**config.mk**
```make
export PLATFORM = sky130hd
export DESIGN_NAME = ahfs_axis
export DESIGN_NICKNAME = d
export VERILOG_FILES = /design/src/ahfs_pkg.sv /design/src/ahfs_axis.sv /design/src/ahfs_tick.sv /design/src/ahfs_quad.sv
export SDC_FILE = /design/constraint.sdc
export NUM_CORES = 1
export LEC_CHECK = 0
export BUFFER_PORTS_ARGS = -buffer_cell sky130_fd_sc_hd__buf_2
export CORE_MARGIN = 4
export CORE_UTILIZATION = 39
export CTS_BUF_LIST = sky130_fd_sc_hd__clkbuf_8 sky130_fd_sc_hd__clkbuf_16
export DETAILED_ROUTE_END_ITERATION = 10
export SETUP_SLACK_MARGIN = 0.2
export SLEW_MARGIN = 20
export SYNTH_ARGS = -nofsm -noshare
export SYNTH_HDL_FRONTEND = slang
export SYNTH_HIERARCHICAL = 1
export SYNTH_SLANG_ARGS = --single-unit
```
**constraint.sdc**
```tcl
create_clock -name ref_clk -period 13.1 [get_ports ref_clk]
set_clock_uncertainty 0.15 [all_clocks]
set_input_delay 2.62 -clock ref_clk [delete_from_list [all_inputs] [get_ports ref_clk]]
set_output_delay 2.62 -clock ref_clk [all_outputs]
set_load 0.005 [all_outputs]
```
**src/ahfs_pkg.sv**
```systemverilog
// What this block does
// - Mode 1: seek left switch only
// - Mode 2: seek right, then left
// - Mode 3: right, then series home switch
// - Plus 4: right switch replaces left
// - Plus 128: reverse search direction
// - Coarse search speed 0..2047 toward switch
// - Modes 2/3 report end switch span
// - Capture position before clearing it
// - Boost current when accelerating, 0 means run
// - Power cut after ms delay, 0 never
// - Load measurement readable, 0..1023
// - Error bits: 1 stall, 2 deviation
// - Error bits clear on read or motion
// - Fault bits 0..2: stall, shutdown, warning
// - Fault bits 3,4: coil shorts
// - Fault bit 7: no step for 2^20
// - Signed 32-bit writable encoder counter
// - Deviation beyond limit stops motor, 0 off
// - Standby after 10 ms units, default 200
// - Rotation angle readable, 0..1023
package ahfs_pkg;
	// Register indices, byte address is four times the index
	localparam logic [9:0] IDX_HOMING_MODE  = 10'h0c1;
	localparam logic [9:0] IDX_COARSE_SPEED = 10'h0c2;
	localparam logic [9:0] IDX_FINE_SPEED   = 10'h0c3;
	localparam logic [9:0] IDX_SWITCH_SPAN  = 10'h0c4;
	localparam logic [9:0] IDX_CAPTURED_POS = 10'h0c5;
	localparam logic [9:0] IDX_ACCEL_CUR    = 10'h0c8;
	localparam logic [9:0] IDX_POWER_CUT    = 10'h0cc;
	localparam logic [9:0] IDX_LOAD         = 10'h0ce;
	localparam logic [9:0] IDX_STICKY_ERR   = 10'h0cf;
	localparam logic [9:0] IDX_DRV_FAULT    = 10'h0d0;
	localparam logic [9:0] IDX_ENC_COUNT    = 10'h0d1;
	localparam logic [9:0] IDX_ENC_DIV      = 10'h0d2;
	localparam logic [9:0] IDX_DEV_LIMIT    = 10'h0d4;
	localparam logic [9:0] IDX_STANDBY_DLY  = 10'h0d6;
	localparam logic [9:0] IDX_ROT_ANGLE    = 10'h0d7;
	localparam logic [9:0] IDX_HOMING_CMD   = 10'h0e0;
	localparam logic [9:0] IDX_RUN_CUR      = 10'h0e1;
	localparam logic [9:0] IDX_HOMING_STAT  = 10'h0e2;
	// Mode field positions
	localparam int MODE_SWAP_BIT = 2;
	localparam int MODE_REV_BIT  = 7;
	// Error bit positions
	localparam int ERR_STALL_BIT = 0;
	localparam int ERR_DEV_BIT   = 1;
	// Reset values
	localparam logic [15:0] POWER_CUT_RST = 16'h0000;
	localparam logic [15:0] STANDBY_RST   = 16'h00c8;
	localparam logic [7:0]  RUN_CUR_RST   = 8'hff;
	// Timing
	localparam int CLK_NS      = 10;
	localparam int MS_NS       = 1000000;
	localparam int MS_CYC      = MS_NS / CLK_NS;
	localparam int MS_PER_UNIT = 10;
	localparam int STILL_CYC   = 1048576;
	// Homing sequencer states
	typedef enum logic [1:0] {H_IDLE, H_SEEK_FAR, H_SEEK_REF, H_BACKOFF} ahfs_hstate_t;
	// All state of the main block
	typedef struct packed {
		logic [7:0]   mode;
		logic [10:0]  coarse;
		logic [10:0]  fine;
		logic [31:0]  span;
		logic [31:0]  cap_pos;
		logic [7:0]   boost;
		logic [15:0]  fw_dly;
		logic [1:0]   err;
		logic [31:0]  enc;
		logic [31:0]  enc_div;
		logic [31:0]  dev_lim;
		logic [15:0]  sb_dly;
		logic [7:0]   run_cur;
		ahfs_hstate_t hstate;
		logic [31:0]  first_pos;
		logic         pos_clr;
		logic         dev_stop;
		logic [20:0]  still_cnt;
		logic         still;
		logic [15:0]  fw_cnt;
		logic         power_off;
		logic [15:0]  sb_cnt;
		logic         standby;
		logic [3:0]   unit_cnt;
		logic [31:0]  prdata;
	} ahfs_state_t;
endpackage

```
**src/ahfs_axis.sv**
```systemverilog
`timescale 1ns/1ps
// Axis homing, current, encoder and fault status block
module ahfs_axis
	import ahfs_pkg::*;
#(
	parameter int MS_CYCLES    = MS_CYC,
	parameter int STILL_CYCLES = STILL_CYC
)(
	input  wire logic        ref_clk,
	input  wire logic        rst,
	input  wire logic        psel,
	input  wire logic        penable,
	input  wire logic        pwrite,
	input  wire logic [11:0] paddr,
	input  wire logic [31:0] pwdata,
	output logic [31:0]      prdata,
	output logic             pready,
	output logic             pslverr,
	input  wire logic        left_switch,
	input  wire logic        right_switch,
	input  wire logic [31:0] actual_position,
	input  wire logic        velocity_zero,
	input  wire logic        accel_phase,
	input  wire logic        motion_command,
	input  wire logic        stall_event,
	input  wire logic        step_pulse,
	input  wire logic [6:0]  driver_flags,
	input  wire logic [9:0]  load_value,
	input  wire logic [9:0]  sensor_angle,
	input  wire logic        enc_a,
	input  wire logic        enc_b,
	output logic             homing_active,
	output logic             homing_dir_right,
	output logic [10:0]      homing_speed,
	output logic             position_clear,
	output logic [7:0]       current_limit,
	output logic             standby_active,
	output logic             power_off,
	output logic             motor_stop
);
	ahfs_state_t s_r;          // Registered state
	ahfs_state_t s_nxt;        // Next state
	logic        ms_tick;      // 1 ms enable
	logic        enc_up;       // Encoder count up
	logic        enc_down;     // Encoder count down
	logic [9:0]  idx;          // Register index
	logic        setup_ph;     // APB setup cycle
	logic        wr_acc;       // Write access edge
	logic        swap;         // Right replaces left
	logic        ref_sw;       // Reference switch level
	logic        far_sw;       // Opposite switch level
	logic        ref_right;    // Reference lies to the right
	logic [32:0] dev_diff;     // Position minus encoder
	logic [32:0] dev_abs;      // Magnitude of deviation
	logic        dev_hit;      // Deviation beyond limit
	logic        motion_start; // Any motion command
	logic        err_clr;      // Error clear by read

	// Millisecond enable
	ahfs_tick #(.CYC(MS_CYCLES)) u_tick (
		.ref_clk (ref_clk),
		.rst     (rst),
		.tick    (ms_tick)
	);

	// Encoder phase decoder
	ahfs_quad u_quad (
		.ref_clk  (ref_clk),
		.rst      (rst),
		.enc_a    (enc_a),
		.enc_b    (enc_b),
		.cnt_up   (enc_up),
		.cnt_down (enc_down)
	);

	// Which indices are mapped
	function automatic logic reg_mapped(input logic [9:0] i);
		case (i)
			IDX_HOMING_MODE, IDX_COARSE_SPEED, IDX_FINE_SPEED, IDX_SWITCH_SPAN,
			IDX_CAPTURED_POS, IDX_ACCEL_CUR, IDX_POWER_CUT, IDX_LOAD, IDX_STICKY_ERR,
			IDX_DRV_FAULT, IDX_ENC_COUNT, IDX_ENC_DIV, IDX_DEV_LIMIT, IDX_STANDBY_DLY,
			IDX_ROT_ANGLE, IDX_HOMING_CMD, IDX_RUN_CUR, IDX_HOMING_STAT: reg_mapped = 1'b1;
			default: reg_mapped = 1'b0;
		endcase
	endfunction

	// Which indices refuse writes
	function automatic logic reg_readonly(input logic [9:0] i);
		case (i)
			IDX_SWITCH_SPAN, IDX_CAPTURED_POS, IDX_LOAD, IDX_STICKY_ERR,
			IDX_DRV_FAULT, IDX_ROT_ANGLE, IDX_HOMING_STAT: reg_readonly = 1'b1;
			default: reg_readonly = 1'b0;
		endcase
	endfunction

	// Address decode and bus answer
	assign idx      = paddr[11:2];
	assign setup_ph = psel && !penable;
	assign pready   = 1'b1;
	assign pslverr  = psel && penable && ((paddr[1:0] != 2'b00) || !reg_mapped(idx)
		|| (pwrite && reg_readonly(idx)));
	assign wr_acc   = psel && penable && pwrite && !pslverr;
	assign prdata   = s_r.prdata;

	// Switch selection for the search
	// right replaces left
	assign swap      = s_r.mode[MODE_SWAP_BIT];
	assign ref_sw    = swap ? right_switch : left_switch;
	assign far_sw    = swap ? left_switch : right_switch;
	assign ref_right = swap ^ s_r.mode[MODE_REV_BIT];

	// Deviation between commanded and encoder position
	assign dev_diff = {actual_position[31], actual_position} - {s_r.enc[31], s_r.enc};
	assign dev_abs  = dev_diff[32] ? 33'(-dev_diff) : dev_diff;
	assign dev_hit  = (s_r.dev_lim != 32'h0000_0000) && (dev_abs > {1'b0, s_r.dev_lim});

	assign motion_start = motion_command || (wr_acc && idx == IDX_HOMING_CMD);
	assign err_clr      = psel && penable && !pwrite && !pslverr && idx == IDX_STICKY_ERR;

	// Next state of the whole block
	always_comb
	begin
		s_nxt = s_r;
		s_nxt.pos_clr = 1'b0;

		// Register writes
		if (wr_acc)
		begin
			case (idx)
				IDX_HOMING_MODE:  s_nxt.mode = pwdata[7:0];
				IDX_COARSE_SPEED: s_nxt.coarse = pwdata[10:0];
				IDX_FINE_SPEED:   s_nxt.fine = pwdata[10:0];
				IDX_ACCEL_CUR:    s_nxt.boost = pwdata[7:0];
				IDX_POWER_CUT:    s_nxt.fw_dly = pwdata[15:0];
				IDX_ENC_DIV:      s_nxt.enc_div = pwdata;
				IDX_DEV_LIMIT:    s_nxt.dev_lim = pwdata;
				IDX_STANDBY_DLY:  s_nxt.sb_dly = pwdata[15:0];
				IDX_RUN_CUR:      s_nxt.run_cur = pwdata[7:0];
				default:          s_nxt.run_cur = s_nxt.run_cur;
			endcase
		end

		// Encoder counter, software write wins
		// signed writable counter
		if (wr_acc && idx == IDX_ENC_COUNT)
			s_nxt.enc = pwdata;
		else if (enc_up)
			s_nxt.enc = s_r.enc + 32'h0000_0001;
		else if (enc_down)
			s_nxt.enc = s_r.enc - 32'h0000_0001;

		// Deviation stop, released by next motion command
		// stop on deviation
		if (dev_hit)
			s_nxt.dev_stop = 1'b1;
		else if (motion_start)
			s_nxt.dev_stop = 1'b0;

		// Sticky errors: clear only bits seen by the read, set wins
		// clear on read or motion
		if (motion_start)
			s_nxt.err = 2'b00;
		else if (err_clr)
			s_nxt.err = s_r.err & ~s_r.prdata[1:0];
		if (stall_event)
			s_nxt.err[ERR_STALL_BIT] = 1'b1;
		if (dev_hit)
			s_nxt.err[ERR_DEV_BIT] = 1'b1;

		// Homing sequencer
		case (s_r.hstate)
			H_IDLE:
			begin
				if (wr_acc && idx == IDX_HOMING_CMD && !dev_hit)
				begin
					if (s_r.mode[1:0] == 2'd1)
						s_nxt.hstate = H_SEEK_REF;
					else if (s_r.mode[1:0] != 2'd0)
						s_nxt.hstate = H_SEEK_FAR;
				end
			end
			H_SEEK_FAR:
			begin
				if (far_sw)
				begin
					s_nxt.first_pos = actual_position;
					s_nxt.hstate = H_SEEK_REF;
				end
			end
			H_SEEK_REF:
			begin
				if (ref_sw)
					s_nxt.hstate = H_BACKOFF;
			end
			H_BACKOFF:
			begin
				// Switching point found when switch releases
				if (!ref_sw)
				begin
					s_nxt.cap_pos = actual_position;
					s_nxt.pos_clr = 1'b1;
					// span for modes 2 and 3
					if (s_r.mode[1:0] != 2'd1)
						s_nxt.span = s_r.first_pos - actual_position;
					s_nxt.hstate = H_IDLE;
				end
			end
			default:
				s_nxt.hstate = H_IDLE;
		endcase
		// Deviation stop aborts a search
		if (dev_hit)
			s_nxt.hstate = H_IDLE;

		// Standstill detector on the step input
		// no step for many cycles
		if (step_pulse)
		begin
			s_nxt.still_cnt = '0;
			s_nxt.still = 1'b0;
		end
		else if (s_r.still_cnt >= 21'(STILL_CYCLES - 1))
			s_nxt.still = 1'b1;
		else
			s_nxt.still_cnt = s_r.still_cnt + 21'h00_0001;

		// Ten millisecond unit counter
		if (ms_tick)
			s_nxt.unit_cnt = (s_r.unit_cnt == 4'(MS_PER_UNIT - 1)) ? 4'h0
				: s_r.unit_cnt + 4'h1;

		// Power cut and standby timers, reset by motion
		if (!velocity_zero)
		begin
			s_nxt.fw_cnt = '0;
			s_nxt.power_off = 1'b0;
			s_nxt.sb_cnt = '0;
			s_nxt.standby = 1'b0;
		end
		else
		begin
			if (s_r.fw_dly == 16'h0000)
			begin
				s_nxt.fw_cnt = '0;
				s_nxt.power_off = 1'b0;
			end
			else if (s_r.fw_cnt >= s_r.fw_dly)
				s_nxt.power_off = 1'b1;
			else if (ms_tick)
				s_nxt.fw_cnt = s_r.fw_cnt + 16'h0001;
			if (s_r.sb_cnt >= s_r.sb_dly)
				s_nxt.standby = 1'b1;
			else if (ms_tick && s_r.unit_cnt == 4'(MS_PER_UNIT - 1))
				s_nxt.sb_cnt = s_r.sb_cnt + 16'h0001;
		end

		// Read data captured in the setup cycle
		if (setup_ph && !pwrite)
		begin
			case (idx)
				IDX_HOMING_MODE:  s_nxt.prdata = {24'h00_0000, s_r.mode};
				IDX_COARSE_SPEED: s_nxt.prdata = {21'h00_0000, s_r.coarse};
				IDX_FINE_SPEED:   s_nxt.prdata = {21'h00_0000, s_r.fine};
				IDX_SWITCH_SPAN:  s_nxt.prdata = s_r.span;
				IDX_CAPTURED_POS: s_nxt.prdata = s_r.cap_pos;
				IDX_ACCEL_CUR:    s_nxt.prdata = {24'h00_0000, s_r.boost};
				IDX_POWER_CUT:    s_nxt.prdata = {16'h0000, s_r.fw_dly};
				IDX_LOAD:         s_nxt.prdata = {22'h00_0000, load_value};
				IDX_STICKY_ERR:   s_nxt.prdata = {30'h0000_0000, s_r.err};
				IDX_DRV_FAULT:    s_nxt.prdata = {24'h00_0000, s_r.still, driver_flags};
				IDX_ENC_COUNT:    s_nxt.prdata = s_r.enc;
				IDX_ENC_DIV:      s_nxt.prdata = s_r.enc_div;
				IDX_DEV_LIMIT:    s_nxt.prdata = s_r.dev_lim;
				IDX_STANDBY_DLY:  s_nxt.prdata = {16'h0000, s_r.sb_dly};
				IDX_ROT_ANGLE:    s_nxt.prdata = {22'h00_0000, sensor_angle};
				IDX_RUN_CUR:      s_nxt.prdata = {24'h00_0000, s_r.run_cur};
				IDX_HOMING_STAT:  s_nxt.prdata = {29'h0000_0000, s_r.dev_stop,
					s_r.hstate};
				default:          s_nxt.prdata = 32'h0000_0000;
			endcase
		end
	end

	// State register
	always_ff @(posedge ref_clk or posedge rst)
	begin
		if (rst)
		begin
			s_r <= '0;
			s_r.fw_dly <= POWER_CUT_RST;
			s_r.sb_dly <= STANDBY_RST;
			s_r.run_cur <= RUN_CUR_RST;
			s_r.hstate <= H_IDLE;
		end
		else
			s_r <= s_nxt;
	end

	// Outputs toward motion controller and driver
	assign homing_active    = s_r.hstate != H_IDLE;
	assign homing_dir_right = (s_r.hstate == H_SEEK_REF) ? ref_right : !ref_right;
	assign homing_speed     = (s_r.hstate == H_BACKOFF) ? s_r.fine : s_r.coarse;
	assign position_clear   = s_r.pos_clr;
	assign current_limit    = (accel_phase && s_r.boost != 8'h00) ? s_r.boost : s_r.run_cur;
	assign standby_active   = s_r.standby;
	assign power_off        = s_r.power_off;
	assign motor_stop       = s_r.dev_stop;
endmodule

```
**src/ahfs_tick.sv**
```systemverilog
`timescale 1ns/1ps
// One-cycle enable pulse every CYC clocks
module ahfs_tick
	import ahfs_pkg::*;
#(
	parameter int CYC = MS_CYC
)(
	input  wire logic ref_clk,
	input  wire logic rst,
	output logic      tick
);
	// Divider state
	typedef struct packed {
		logic [31:0] cnt;
		logic        tick;
	} ahfs_tick_t;
	ahfs_tick_t s_r;
	ahfs_tick_t s_nxt;

	// Count down and pulse on wrap
	always_comb
	begin
		s_nxt = s_r;
		s_nxt.tick = 1'b0;
		if (s_r.cnt == 32'h0000_0000)
		begin
			s_nxt.cnt = 32'(CYC - 1);
			s_nxt.tick = 1'b1;
		end
		else
			s_nxt.cnt = s_r.cnt - 32'h0000_0001;
	end

	// State register
	always_ff @(posedge ref_clk or posedge rst)
	begin
		if (rst)
			s_r <= '0;
		else
			s_r <= s_nxt;
	end

	assign tick = s_r.tick;
endmodule

```
**src/ahfs_quad.sv**
```systemverilog
`timescale 1ns/1ps
// Quadrature decoder, one up or down pulse per edge
module ahfs_quad (
	input  wire logic ref_clk,
	input  wire logic rst,
	input  wire logic enc_a,
	input  wire logic enc_b,
	output logic      cnt_up,
	output logic      cnt_down
);
	// Previous phase pair
	typedef struct packed {
		logic [1:0] prev;
	} ahfs_quad_t;
	ahfs_quad_t s_r;
	ahfs_quad_t s_nxt;
	logic [3:0] trans;

	// Transition decode
	always_comb
	begin
		s_nxt.prev = {enc_a, enc_b};
		trans = {s_r.prev, enc_a, enc_b};
		cnt_up = (trans == 4'h1) || (trans == 4'h7) || (trans == 4'he) || (trans == 4'h8);
		cnt_down = (trans == 4'h2) || (trans == 4'hb) || (trans == 4'hd) || (trans == 4'h4);
	end

	// State register
	always_ff @(posedge ref_clk or posedge rst)
	begin
		if (rst)
			s_r <= '0;
		else
			s_r <= s_nxt;
	end
endmodule

```
Word-level counts from Yosys, hierarchy flattened
Index checks and enable logic that the tools add are counted.
Widths: inputs -> output; s select.
- add/subtract/negate cells: 10
- magnitude comparators: 4
- equality and inequality tests: 44
- muxes and demuxes: 42
- bitwise gates (word level): 4
- reduce and logical (&&, ||, !) cells: 61
- operators by type and width (cell ; count):
    $pmux 32 s17 ; 1
    $eq 10x8->1 const B ; 18
    $mux 32 ; 4
    $mux 34 ; 2
    $mux 16 ; 4
    $sub 32x1->32 const B ; 2
    $gt 33x32->1 ; 1
    $mux 33 ; 1
    $neg 33->33 ; 1
    $sub 32x32->33 ; 1
    $add 16x1->16 const B ; 2
    $add 32x1->32 const B ; 1
    $ge 16x16->1 ; 2
    $logic_not 32->1 ; 1
    $reduce_bool 32->1 ; 1
    $sub 32x32->32 ; 1
    $reduce_and 2->1 ; 13
    $mux 22 ; 1
    $add 21x1->21 const B ; 1
    $ge 21x20->1 const B ; 1
    $mux 21 ; 1
    $eq 4x4->1 const B ; 5
    $reduce_or 18->1 ; 1
    $mux 17 ; 1
    other kinds (32) ; 98
- flip-flop bits (word level): 403
- bits of input ports: 117
- output and inout port bits: 59
- word-level logic and storage cells: 194

Logic depth before layout (Yosys ltp)
Gate-level depths: netlist of run 1.
- depth after elaboration: 14
- mapped depth: 26
- mapped depth without buffers: 26

Modules after synthesis
Netlist of run 1, hierarchy kept.
- modules (own cells, without submodules) (module ; times used ; cells an instance ; area each (um^2) ; sequential area each (um^2)):
    ahfs_axis ; 1 ; 2669 ; 23971.7 ; 9222.6
    ahfs_tick ; 1 ; 154 ; 1569.0 ; 825.8
    ahfs_quad ; 1 ; 7 ; 81.3 ; 50.0

Worst setup path after synthesis of run 1
OpenSTA, ideal clock, no wires.
- path type: input port to flip-flop
- start: input actual_position[0]
- end: register s_r[126] in the netlist's numbering
- library setup time: 0.065 ns
- arrival time: 7.226 ns
- path slack: 5.659 ns
- stages: 25
- buffers on the path: 1
- cells stage by stage: inv_1 > ha_1 > fa_1 > nor2b_1 > o2111ai_1 > a311oi_2 > o21ai_1 > o21ai_1 > a31oi_1 > or3_1 > a31oi_2 > clkbuf_1 > nor2_1 > xnor2_1 > ha_1 > o21a_1 > o21a_1 > o21a_1 > o21a_1 > o21ai_0 > a21oi_1 > o21ai_0 > a21oi_1 > a31oi_1 > o211a_1
- word-level cells in the longest chain between the ends: 9
- RTL lines (element ; RTL line ; source):
    start, declared ; ahfs_axis.sv:21 ; input wire logic [31:0] actual_position,
    $sub 32x32->33 (*) ; ahfs_axis.sv:113 ; assign dev_diff = {actual_position[31], actual_position} - {s_r.enc[31], s_r.enc};
    $neg 33->33 ; ahfs_axis.sv:114 ; assign dev_abs = dev_diff[32] ? 33'(-dev_diff) : dev_diff;
    $mux 33 (*) ; ahfs_axis.sv:114 ;
    $gt 33x32->1 (*) ; ahfs_axis.sv:115 ; assign dev_hit = (s_r.dev_lim != 32'h0000_0000) && (dev_abs > {1'b0, s_r.dev_lim});
    $logic_and 1x1->1 (*) ; ahfs_axis.sv:115 ;
    $logic_not 1->1 ; ahfs_axis.sv:174 ; if (wr_acc && idx == IDX_HOMING_CMD && !dev_hit)
    $logic_and 1x1->1 ; ahfs_axis.sv:174 ;
    $ne 3x3->1 (no line) ; n/a ;
    $reduce_and 5->1 (no line) ; n/a ;
    end signal, assigned ; ahfs_axis.sv:296 ; s_r <= s_nxt;
    end, declared ; ahfs_axis.sv:41 ; ahfs_state_t s_r;
Mark *: on every way between the ends. The rest lies on a longest branch, timed or not.
A chain may end at the register's enable or synchronous reset.

Worst setup path after layout of run 1
- start: input paddr[5]
- end: output pslverr
- word-level cells in the longest chain between the ends: 7
- RTL lines (element ; RTL line ; source):
    start, declared ; ahfs_axis.sv:14 ; input wire logic [11:0] paddr,
    $eq 10x8->1, on equally long branches ; ahfs_axis.sv:78, ahfs_axis.sv:89 ;
    $reduce_or 18->1 ; ahfs_axis.sv:78 ; case (i)
    $mux 1 ; ahfs_axis.sv:78 ;
    $logic_not 1->1 ; ahfs_axis.sv:100 ; assign pslverr = psel && penable && ((paddr[1:0] != 2'b00) || !reg_mapped(idx)
    $logic_or 1x1->1 ; ahfs_axis.sv:100 ;
    $logic_or 1x1->1 (*) ; ahfs_axis.sv:101 ; || (pwrite && reg_readonly(idx)));
    $logic_and 1x1->1 (*) ; ahfs_axis.sv:100 ;
    end, declared ; ahfs_axis.sv:18 ; output logic pslverr,
Marks and branches as above.

==> qor_table.md, run 1 <==
| Step | Quantity | This run |
|:---|:---|:---|
| logic synthesis | Main synth FF type | sky130_fd_sc_hd__dfrtp_1 |
| global routing | All-layer global routing usage | 23.5% |
| routing | Remaining antenna violation count | 0 |
| setup path | Slowest cell on the critical path | sky130_fd_sc_hd__nor2_1 |
| clock tree | CTS tree | yes |
| layout | Area growth, synth to finish | 12.0% |
| global routing | Maximum number of pins on one net before global-route repair | 164 |
| setup path | Longest individual stage delay on the worst path | 950 ps |
| clock tree | Number of buffers between clock root and the deepest sink | 3 |
| sta | Setup Total Neg Slack | 0 ps |
| sta | Final period demand of the worst path | 8070 ps |
| layout | Share of final-layout standard cells stronger than drive strength 1 | 15.4% |
| power | Final Power | 0.00554 W |
| routing | Routed vias/inst | 5.81 |
| die | Height of the chip | 264 um |
| setup path | Maximum fanout encountered on the critical timing path | 11 |
| clock tree | Post-cts sizing count | 0 |
| setup path | Critical Setup Path Class | in2out |
| die | Initial standard-cell utilization of the core | 39.6% |
| sta | Final cycle utilization of the critical path | 61.6% |
| logic synthesis | Net count after synthesis | 3112 |
| logic synthesis | Number of enable flip-flop cells after synthesis | 0 |
| die | Die outline area | 69900 um^2 |
| setup path | Combined buffer and inverter count along the critical path | 2 |
| global routing | Wire length of the first global-routing pass | 129 mm |
| global routing | Residual overflow from global routing | 0 |
| layout | Leading cell types in the layout, fill and taps excluded | sky130_fd_sc_hd__dfrtp_1 (392), sky130_fd_sc_hd__nand2_1 (334), sky130_fd_sc_hd__nor2_1 (193) |
| sta | Max transition margin | 26.0% |
| routing | Final WL | 84.5 mm |
| worst hold path | Min-Delay Path Class | reg2reg |
| routing | DRC violation total after the first TritonRoute iteration | 2061 |
| placed design | Global placement routability congestion | 0.923 |
| setup path | Startpoint type of the worst setup path | primary input |
| logic synthesis | Share of async-settable or async-resettable flops after synthesis | 100% |
| clock tree | Register clock-pin slew on the reported worst setup and hold paths | 60 ps |
| routing | Detail-routed net length per standard cell | 22.2 um |
| sta | Final-report hold violation count | 0 |
| job | Total of max-cap violations | 0 |
| sta | Fmax achieved | 124 MHz |
| global routing | Number of antenna violations at the first check in global routing | 8 |
| logic synthesis | Count of yosys warnings during synthesis | 6 |
| clock tree | Deepest level of the CTS H-tree | 2 |
| global routing | Vias in the first global route | 21800 |
| power | Cell area power density | 193 nW/um^2 |
| die | Number of core rows | 93 |
| setup path | Arrival time at the worst endpoint | 5300 ps |
| setup path | Required time of the critical path | 10330 ps |
| routing | Vias after detailed routing | 22200 |
| layout | Number of nets in the layout | 3206 |
| logic synthesis | Sequential element share of the synthesized area | 39.4% |
| logic synthesis | Post-synth design cell area | 25600 um^2 |
| logic synthesis | Synth Area per Inst | 9.05 um^2 |
| clock tree | CTS Hold Buffers Added | 0 |
| clock tree | Worst skew pair latency | 600 ps |
| sta | Number of pins exceeding their max-slew limit in the final report | 0 |
| status | Status | complete, no violations |
| layout | Most common library cell in the layout ignoring fill and taps | sky130_fd_sc_hd__dfrtp_1 |
| setup path | Critical Path End Type | output pin |
| sta | Number of failing setup endpoints in the final timing report | 0 |
| clock tree | Root cell of the clock tree | sky130_fd_sc_hd__clkbuf_16 |
| die | I/O pin cnt | 176 |
| die | Horiz. Die Dim | 264 um |
| placed design | Total of buffers placed on input and output ports | 174 |
| logic synthesis | FF+latch count, synth | 403 |
| logic synthesis | Post-Syn Instances | 2830 |
| sta | Worst Max-Slew Pin Slew | 1110 ps |
| routing | Drt drc | 0 |
| power | Total leakage power | 13.5 nW |
| clock tree | Setup bufs post-CTS | 0 |
| die | Placeable Area | 64700 um^2 |
| logic synthesis | Synth unique cells | 86 |
| routing | Number of detailed-route iterations in the first pass | 8 |
| clock tree | Number of buffers created by CTS | 45 |
| setup path | Cell breakdown of the critical path | buf_2, nor4b_1, nand3_1, nor2_1, o21a_1, a2111oi_4, nor2_1, buf_2 |
| sta | Setup repair after global routing missed its margin | false |
| placed design | Detail Placement HPWL | 64.5 mm |
| power | Worst vdd ir | 0.0994 mV |
| clock tree | Clock sink count | 403 |
| setup path | Kind of cell with the highest combined delay on the critical path | simple AND/OR/NAND/NOR gates |
cell type report:
cell class | instances | area, um^2
Inverter | 171 | 646
Tap cell | 855 | 1070
Clock inverter | 21 | 209
Multi-Input combinational cell | 2099 | 14200
Antenna cell | 2 | 5.00
Timing Repair Buffer | 204 | 1110
Sequential cell | 403 | 10100
Clock buffer | 61 | 1360
Fill cell | 6341 | 36000
worst min-delay path, stage by stage, from the launching register on:
cell	delay (ps)
sky130_fd_sc_hd__dfrtp_1	340
sky130_fd_sc_hd__nand2_1	50
sky130_fd_sc_hd__o31ai_1	60
state kept, by name (all words and copies together) (netlist names):
register / count
standby_active: 1
u_tick/tick: 1
u_quad/s_r: 2
power_off: 1
u_tick/s_r: 32
prdata: 32
position_clear: 1
motor_stop: 1
s_r: 332
final timing paths:
check / start / end / slack, ps / depth (start not counted)
worst min-delay path: prdata[11]$_DFFE_PP0P_ / prdata[11]$_DFFE_PP0P_ / 330 / 2
worst max register to register: s_r[216]$_DFFE_PP0P_ / s_r[126]$_DFFE_PP0P_ / 6720 / 23
min in group asynchronous: rst / u_quad/s_r[0]$_DFF_PP0_ / 1920 / 2
max in group asynchronous: rst / s_r[320]$_DFFE_PP0P_ / 8390 / 5
worst max-delay path: paddr[5] / pslverr / 5030 / 8
worst min register to register: prdata[11]$_DFFE_PP0P_ / prdata[11]$_DFFE_PP0P_ / 330 / 2
synthesized netlist by cell type (13+ instances only):
| library cell | instances | area [um^2] |
|---|---|---|
| sky130_fd_sc_hd__a31oi_1 | 45 | 282 |
| sky130_fd_sc_hd__nor2_1 | 199 | 747 |
| sky130_fd_sc_hd__nand4_1 | 40 | 250 |
| sky130_fd_sc_hd__a21oi_1 | 150 | 751 |
| sky130_fd_sc_hd__o21a_1 | 23 | 173 |
| sky130_fd_sc_hd__inv_1 | 170 | 638 |
| sky130_fd_sc_hd__or3_1 | 34 | 213 |
| sky130_fd_sc_hd__a221oi_1 | 21 | 184 |
| sky130_fd_sc_hd__and3_1 | 19 | 119 |
| sky130_fd_sc_hd__xnor2_1 | 80 | 701 |
| sky130_fd_sc_hd__clkbuf_1 | 96 | 360 |
| sky130_fd_sc_hd__nand2_1 | 334 | 1250 |
| sky130_fd_sc_hd__ha_1 | 162 | 2030 |
| sky130_fd_sc_hd__a222oi_1 | 40 | 400 |
| sky130_fd_sc_hd__or4_1 | 13 | 97.6 |
| sky130_fd_sc_hd__dfrtp_1 | 392 | 9810 |
| sky130_fd_sc_hd__mux2i_1 | 14 | 140 |
| sky130_fd_sc_hd__o21ai_0 | 185 | 926 |
| sky130_fd_sc_hd__mux2_2 | 115 | 1290 |
| sky130_fd_sc_hd__o21ai_1 | 57 | 285 |
| sky130_fd_sc_hd__nor4_1 | 25 | 156 |
| sky130_fd_sc_hd__a21o_1 | 58 | 435 |
| sky130_fd_sc_hd__nor2b_1 | 26 | 163 |
| sky130_fd_sc_hd__nand3_1 | 51 | 255 |
| sky130_fd_sc_hd__buf_2 | 21 | 105 |
| sky130_fd_sc_hd__nand2b_1 | 30 | 188 |
| sky130_fd_sc_hd__xor2_1 | 69 | 604 |
| sky130_fd_sc_hd__a22oi_1 | 35 | 263 |
| sky130_fd_sc_hd__and2_1 | 13 | 81.3 |
| sky130_fd_sc_hd__buf_4 | 37 | 278 |
| sky130_fd_sc_hd__nor3_1 | 50 | 250 |
| sky130_fd_sc_hd__o31ai_1 | 26 | 195 |
| sky130_fd_sc_hd__a211oi_1 | 26 | 195 |
layer usage:
layer / global-route usage [%] / part of all wire, %
met3: 5.88 / 8.1
met5: 0 / 0.095
met2: 36.5 / 44
met4: 8.70 / 3.8
met1: 31.9 / 44
power breakdown:
group	total [W]	leakage (nW)	switching, W	internal (W)
Clock	0.00134	0.796	0.000549	0.000786
Combinational	0.00253	7.73	0.00150	0.00102
Sequential	0.00168	4.93	0.000227	0.00146
per-stage QoR:
step | cells | utilization [%] | hold WS, ps | cell area, um^2 | worst slack [ps]
after global routing | 3815 | 44.4 | 344 | 28700 | 4510
after detailed placement | 3732 | 41.9 | 321 | 27100 | 4500
after floorplan | 2830 | - | 294 | 25600 | 5400
final | 3816 | 44.4 | 329 | 28700 | 5030
after CTS | 3814 | 44.3 | 335 | 28700 | 5110
after global placement | 3732 | 41.9 | 312 | 27100 | 4510
logic make-up (layout without fill, tap and decap cells):
| kind of cell | Yosys count | after routing | synth area share, % |
|---|---|---|---|
| DFF | 403 | 403 | 39.4 |
| AOI/OAI and AO/OA | 752 | 752 | 19.0 |
| muxes | 140 | 140 | 6.08 |
| and+or+nand+nor | 892 | 892 | 16.8 |
| xor gates and xnor gates | 149 | 149 | 5.09 |
| buffers and inverters | 328 | 457 | 5.45 |
| adders and majority gates | 165 | 165 | 8.15 |
| other | 1 | 3 | 0.0146 |
Note: power is estimated with default switching activity, not from simulation.
==> inputs of run 2 (changes only) <==
--- a/config.mk
+++ b/config.mk
@@ -5,6 +5,7 @@
 export SDC_FILE = /design/constraint.sdc
 export NUM_CORES = 1
 export LEC_CHECK = 0
+export ABC_AREA = 1
 export BUFFER_PORTS_ARGS = -buffer_cell sky130_fd_sc_hd__buf_2
 export CORE_MARGIN = 4
 export CORE_UTILIZATION = 39
==> constraint.sdc (replaced) <==
create_clock -name ref_clk -period 7.7 [get_ports ref_clk]
set_clock_uncertainty 0.15 [all_clocks]
set_input_delay 1.54 -clock ref_clk [delete_from_list [all_inputs] [get_ports ref_clk]]
set_output_delay 1.54 -clock ref_clk [all_outputs]
set_load 0.005 [all_outputs]
==> run 2 against run 1 <==
Design area up 9.1%. Utilization about the same. Routed wire length up 19%. Worst setup slack worse by 2900 ps. Sequential share of layout area down 2.9 points. Via count up 22%.
==> qor_table.md, run 2 <==
| Step | Quantity | This run | vs previous |
|:---|:---|:---|:---|
| logic synthesis | Post-Syn Instances | 3912 | was 2830 |
| clock tree | Register clock-pin slew on the reported worst setup and hold paths | 60 ps | about the same |
| setup path | Critical Setup Path Class | in2reg | was in2out |
| placed design | Total of buffers placed on input and output ports | 174 | unchanged |
| global routing | All-layer global routing usage | 26.2% | was 23.5% |
| logic synthesis | Synth unique cells | 66 | was 86 |
| layout | Reg with most FFs | s_r | unchanged |
| layout | Share of final-layout standard cells stronger than drive strength 1 | 9.81% | was 15.4% |
| sta | Worst Max-Slew Pin Slew | 1180 ps | was 1110 ps |
| sta | Setup Total Neg Slack | 0 ps | unchanged |
| clock tree | Setup bufs post-CTS | 0 | unchanged |
| logic synthesis | Synth Area per Inst | 7.13 um^2 | was 9.05 um^2 |
| setup path | Slowest cell on the critical path | sky130_fd_sc_hd__fa_1 | was sky130_fd_sc_hd__nor2_1 |
| die | Placeable Area | 70500 um^2 | was 64700 um^2 |
| worst hold path | Min-Delay Path Class | reg2reg | unchanged |
| setup path | Most frequent cell on the critical path | sky130_fd_sc_hd__nand2_1 |  |
| job | Total of max-cap violations | 0 | unchanged |
| die | Horiz. Die Dim | 275 um | was 264 um |
| die | Number of core rows | 97 | was 93 |
| global routing | Number of antenna violations at the first check in global routing | 4 | was 8 |
| logic synthesis | Sequential element share of the synthesized area | 36.2% | was 39.4% |
| setup path | Longest individual stage delay on the worst path | 390 ps | was 950 ps |
| global routing | Maximum number of pins on one net before global-route repair | 163 | was 164 |
| logic synthesis | Main synth FF type | sky130_fd_sc_hd__dfrtp_1 | unchanged |
| logic synthesis | Library cell with the largest summed area after synthesis | sky130_fd_sc_hd__dfrtp_1 | unchanged |
| placed design | Worst slack at placement | 1620 ps | was 4500 ps |
| status | Status | complete, no violations | unchanged |
| routing | Detail-routed net length per standard cell | 20.1 um | was 22.2 um |
| layout | Leading cell types in the layout, fill and taps excluded | sky130_fd_sc_hd__nand2_1 (1004), sky130_fd_sc_hd__inv_1 (614), sky130_fd_sc_hd__dfrtp_1 (392) | was sky130_fd_sc_hd__dfrtp_1 (392), sky130_fd_sc_hd__nand2_1 (334), sky130_fd_sc_hd__nor2_1 (193) |
| setup path | Startpoint type of the worst setup path | primary input | unchanged |
| clock tree | Number of buffers created by CTS | 49 | was 45 |
| routing | Routed vias/inst | 5.36 | was 5.81 |
| routing | Number of detailed-route iterations in the first pass | 6 | was 8 |
| sta | Max transition margin | 20.3% | was 26.0% |
| routing | Drt drc | 0 | unchanged |
| logic synthesis | Post-synth design cell area | 27900 um^2 | was 25600 um^2 |
| sta | Number of pins exceeding their max-slew limit in the final report | 0 | unchanged |
| routing | DRC violation total after the first TritonRoute iteration | 2898 | was 2061 |
| layout | Number of nets in the layout | 4330 | was 3206 |
| global routing | Wire length of the first global-routing pass | 152 mm | was 129 mm |
| logic synthesis | Number of enable flip-flop cells after synthesis | 0 | unchanged |
| layout | Area growth, synth to finish | 12.3% | was 12.0% |
| setup path | Setup slack on the worst flop-to-flop path | 2690 ps | was 6720 ps |
| clock tree | Deepest level of the CTS H-tree | 2 | unchanged |
| setup path | Critical Path End Type | flip-flop | was output pin |
| layout | Most common library cell in the layout ignoring fill and taps | sky130_fd_sc_hd__nand2_1 | was sky130_fd_sc_hd__dfrtp_1 |
| routing | Final WL | 101 mm | was 84.5 mm |
| die | Die outline area | 75900 um^2 | was 69900 um^2 |
| setup path | Arrival time at the worst endpoint | 5910 ps | was 5300 ps |
| die | Height of the chip | 275 um | was 264 um |
| power | Worst vdd ir | 0.197 mV | was 0.0994 mV |
| logic synthesis | Dominant cell by count in the synthesized netlist | sky130_fd_sc_hd__nand2_1 | was sky130_fd_sc_hd__dfrtp_1 |
| logic synthesis | Proportion of netlist area held by the largest area contributor | 35.2% | was 38.3% |
| logic synthesis | Net count after synthesis | 4194 | was 3112 |
| logic synthesis | FF+latch count, synth | 403 | unchanged |
| logic synthesis | Top cells by area, synth | sky130_fd_sc_hd__dfrtp_1 (35%), sky130_fd_sc_hd__nand2_1 (14%), sky130_fd_sc_hd__inv_1 (8.2%), sky130_fd_sc_hd__ha_1 (7.3%), sky130_fd_sc_hd__o21ai_0 (6.7%) | was sky130_fd_sc_hd__dfrtp_1 (38%), sky130_fd_sc_hd__ha_1 (7.9%), sky130_fd_sc_hd__mux2_2 (5.1%), sky130_fd_sc_hd__nand2_1 (4.9%), sky130_fd_sc_hd__o21ai_0 (3.6%) |
| sta | Number of failing setup endpoints in the final timing report | 0 | unchanged |
| logic synthesis | Count of yosys warnings during synthesis | 6 | unchanged |
| power | Cell area power density | 343 nW/um^2 | was 193 nW/um^2 |
| power | Total leakage power | 15.9 nW | was 13.5 nW |
| logic synthesis | Share of async-settable or async-resettable flops after synthesis | 100% | unchanged |
| clock tree | Number of buffers between clock root and the deepest sink | 3 | unchanged |
| clock tree | Worst skew pair latency | 610 ps | was 600 ps |
| global routing | Residual overflow from global routing | 0 | unchanged |
| sta | Setup repair after global routing missed its margin | false | unchanged |
| setup path | Required time of the critical path | 8030 ps | was 10330 ps |
| sta | Final critical-path setup slack | 2120 ps | was 5030 ps |
| clock tree | CTS tree | yes | unchanged |
| routing | Remaining antenna violation count | 0 | unchanged |
| layout | Max reg flops | 332 | unchanged |
| logic synthesis | Most frequent cells after synthesis | sky130_fd_sc_hd__nand2_1 (1005), sky130_fd_sc_hd__inv_1 (606), sky130_fd_sc_hd__dfrtp_1 (392) | was sky130_fd_sc_hd__dfrtp_1 (392), sky130_fd_sc_hd__nand2_1 (334), sky130_fd_sc_hd__nor2_1 (199) |
| placed design | Global placement routability congestion | 0.956 | was 0.923 |
| routing | Vias after detailed routing | 27000 | was 22200 |
| placed design | Detail Placement HPWL | 79.1 mm | was 64.5 mm |
| clock tree | CTS Hold Buffers Added | 0 | unchanged |
| setup path | Maximum fanout encountered on the critical timing path | 11 | unchanged |
| die | I/O pin cnt | 176 | unchanged |
| sta | Final period demand of the worst path | 5580 ps |  |
| sta | Fmax achieved | 179 MHz |  |
| sta | Final cycle utilization of the critical path | 72.5% |  |
| global routing | Vias in the first global route | 24800 | was 21800 |
| sta | Final-report hold violation count | 0 | unchanged |
| clock tree | Root cell of the clock tree | sky130_fd_sc_hd__clkbuf_16 | unchanged |
| clock tree | Post-cts sizing count | 0 | unchanged |
| die | Initial standard-cell utilization of the core | 39.6% | about the same |
| clock tree | Clock sink count | 403 | unchanged |
[run 2: cell types whose count changed after synthesis, moves of 55 or more]
cell | previous run | this run
sky130_fd_sc_hd__nand2_1 | 334 | 1005
sky130_fd_sc_hd__inv_1 | 170 | 606
sky130_fd_sc_hd__o21ai_0 | 185 | 373
sky130_fd_sc_hd__nand3_1 | 51 | 164
sky130_fd_sc_hd__mux2_2 | 115 | 6
sky130_fd_sc_hd__nor2_1 | 199 | 304
sky130_fd_sc_hd__xnor2_1 | 80 | 18
sky130_fd_sc_hd__a21oi_1 | 150 | 205
[run 2: cells by family (layout without fill, tap and decap cells)]
| logic type | Yosys count | after routing | synth area share [%] |
|---|---|---|---|
| adder cells (fa/ha/maj) | 165 | 165 | 7.48 |
| other | 1 | 2 | 0.0134 |
| XOR/XNOR | 76 | 76 | 2.41 |
| AND/OR/NAND/NOR | 1702 | 1702 | 26.2 |
| multiplexers | 6 | 6 | 0.242 |
| flip-flops | 403 | 403 | 36.2 |
| AO/OA/AOI/OAI | 818 | 818 | 16.7 |
| buffers and inverters | 741 | 916 | 10.8 |
[run 2: worst paths after layout]
kind | from | end | cells after the start
worst max-delay path | actual_position[0] | s_r[126]$_DFFE_PP0P_ | 38
worst max register to register | s_r[216]$_DFFE_PP0P_ | s_r[126]$_DFFE_PP0P_ | 36
worst min register to register | u_tick/s_r[1]$_DFF_PP0_ | u_tick/s_r[1]$_DFF_PP0_ | 1
min in group asynchronous | rst | u_quad/s_r[0]$_DFF_PP0_ | 2
max in group asynchronous | rst | s_r[258]$_DFFE_PP0P_ | 3
worst min-delay path | u_tick/s_r[1]$_DFF_PP0_ | u_tick/s_r[1]$_DFF_PP0_ | 1
[run 2: stage by stage]
step	std cells	power [W]	hold slack (ps)	utilization [%]	area [um^2]
finish	5028	0.0107	285	44.4	31300
global route	5027	0.0116	324	44.4	31300
CTS	5027	0.0107	290	44.4	31300
detailed placement	4937	0.00811	281	41.9	29500
global placement	4937	0.00807	273	41.9	29500
floorplan	3912	0.00659	259	-	27900
[run 2: power breakdown]
group          internal, W  switching, W
clock network      0.00153       0.00101
registers          0.00248      0.000251
logic              0.00185       0.00364
[run 2: routing by layer]
metal | track usage (%) | up-vias | wire length [um]
met5 | 0 | - | 21
met1 | 39.6 | 12700 | 47800
met4 | 5.83 | 4 | 2340
li1 | - | 13100 | -
met3 | 4.57 | 141 | 8500
met2 | 39.0 | 1020 | 42300
[run 2: worst max-delay path: cells and delay by family]
family,cells,cell delay [ps]
buffers and inverters,6,780
AOI/OAI and AO/OA,1,190
and+or+nand+nor,27,2280
xor gates and xnor gates,1,180
adders and majority gates,3,920
[run 2: cell type report]
cell class / count / area (um^2)
fill: 7282 / 39200
multi-input combinational: 2768 / 14800
sequential: 403 / 10100
inverter: 621 / 2340
clock buffer: 55 / 1310
tap: 940 / 1180
timing repair buffer: 205 / 1130
clock inverter: 35 / 455
antenna: 1 / 2.50
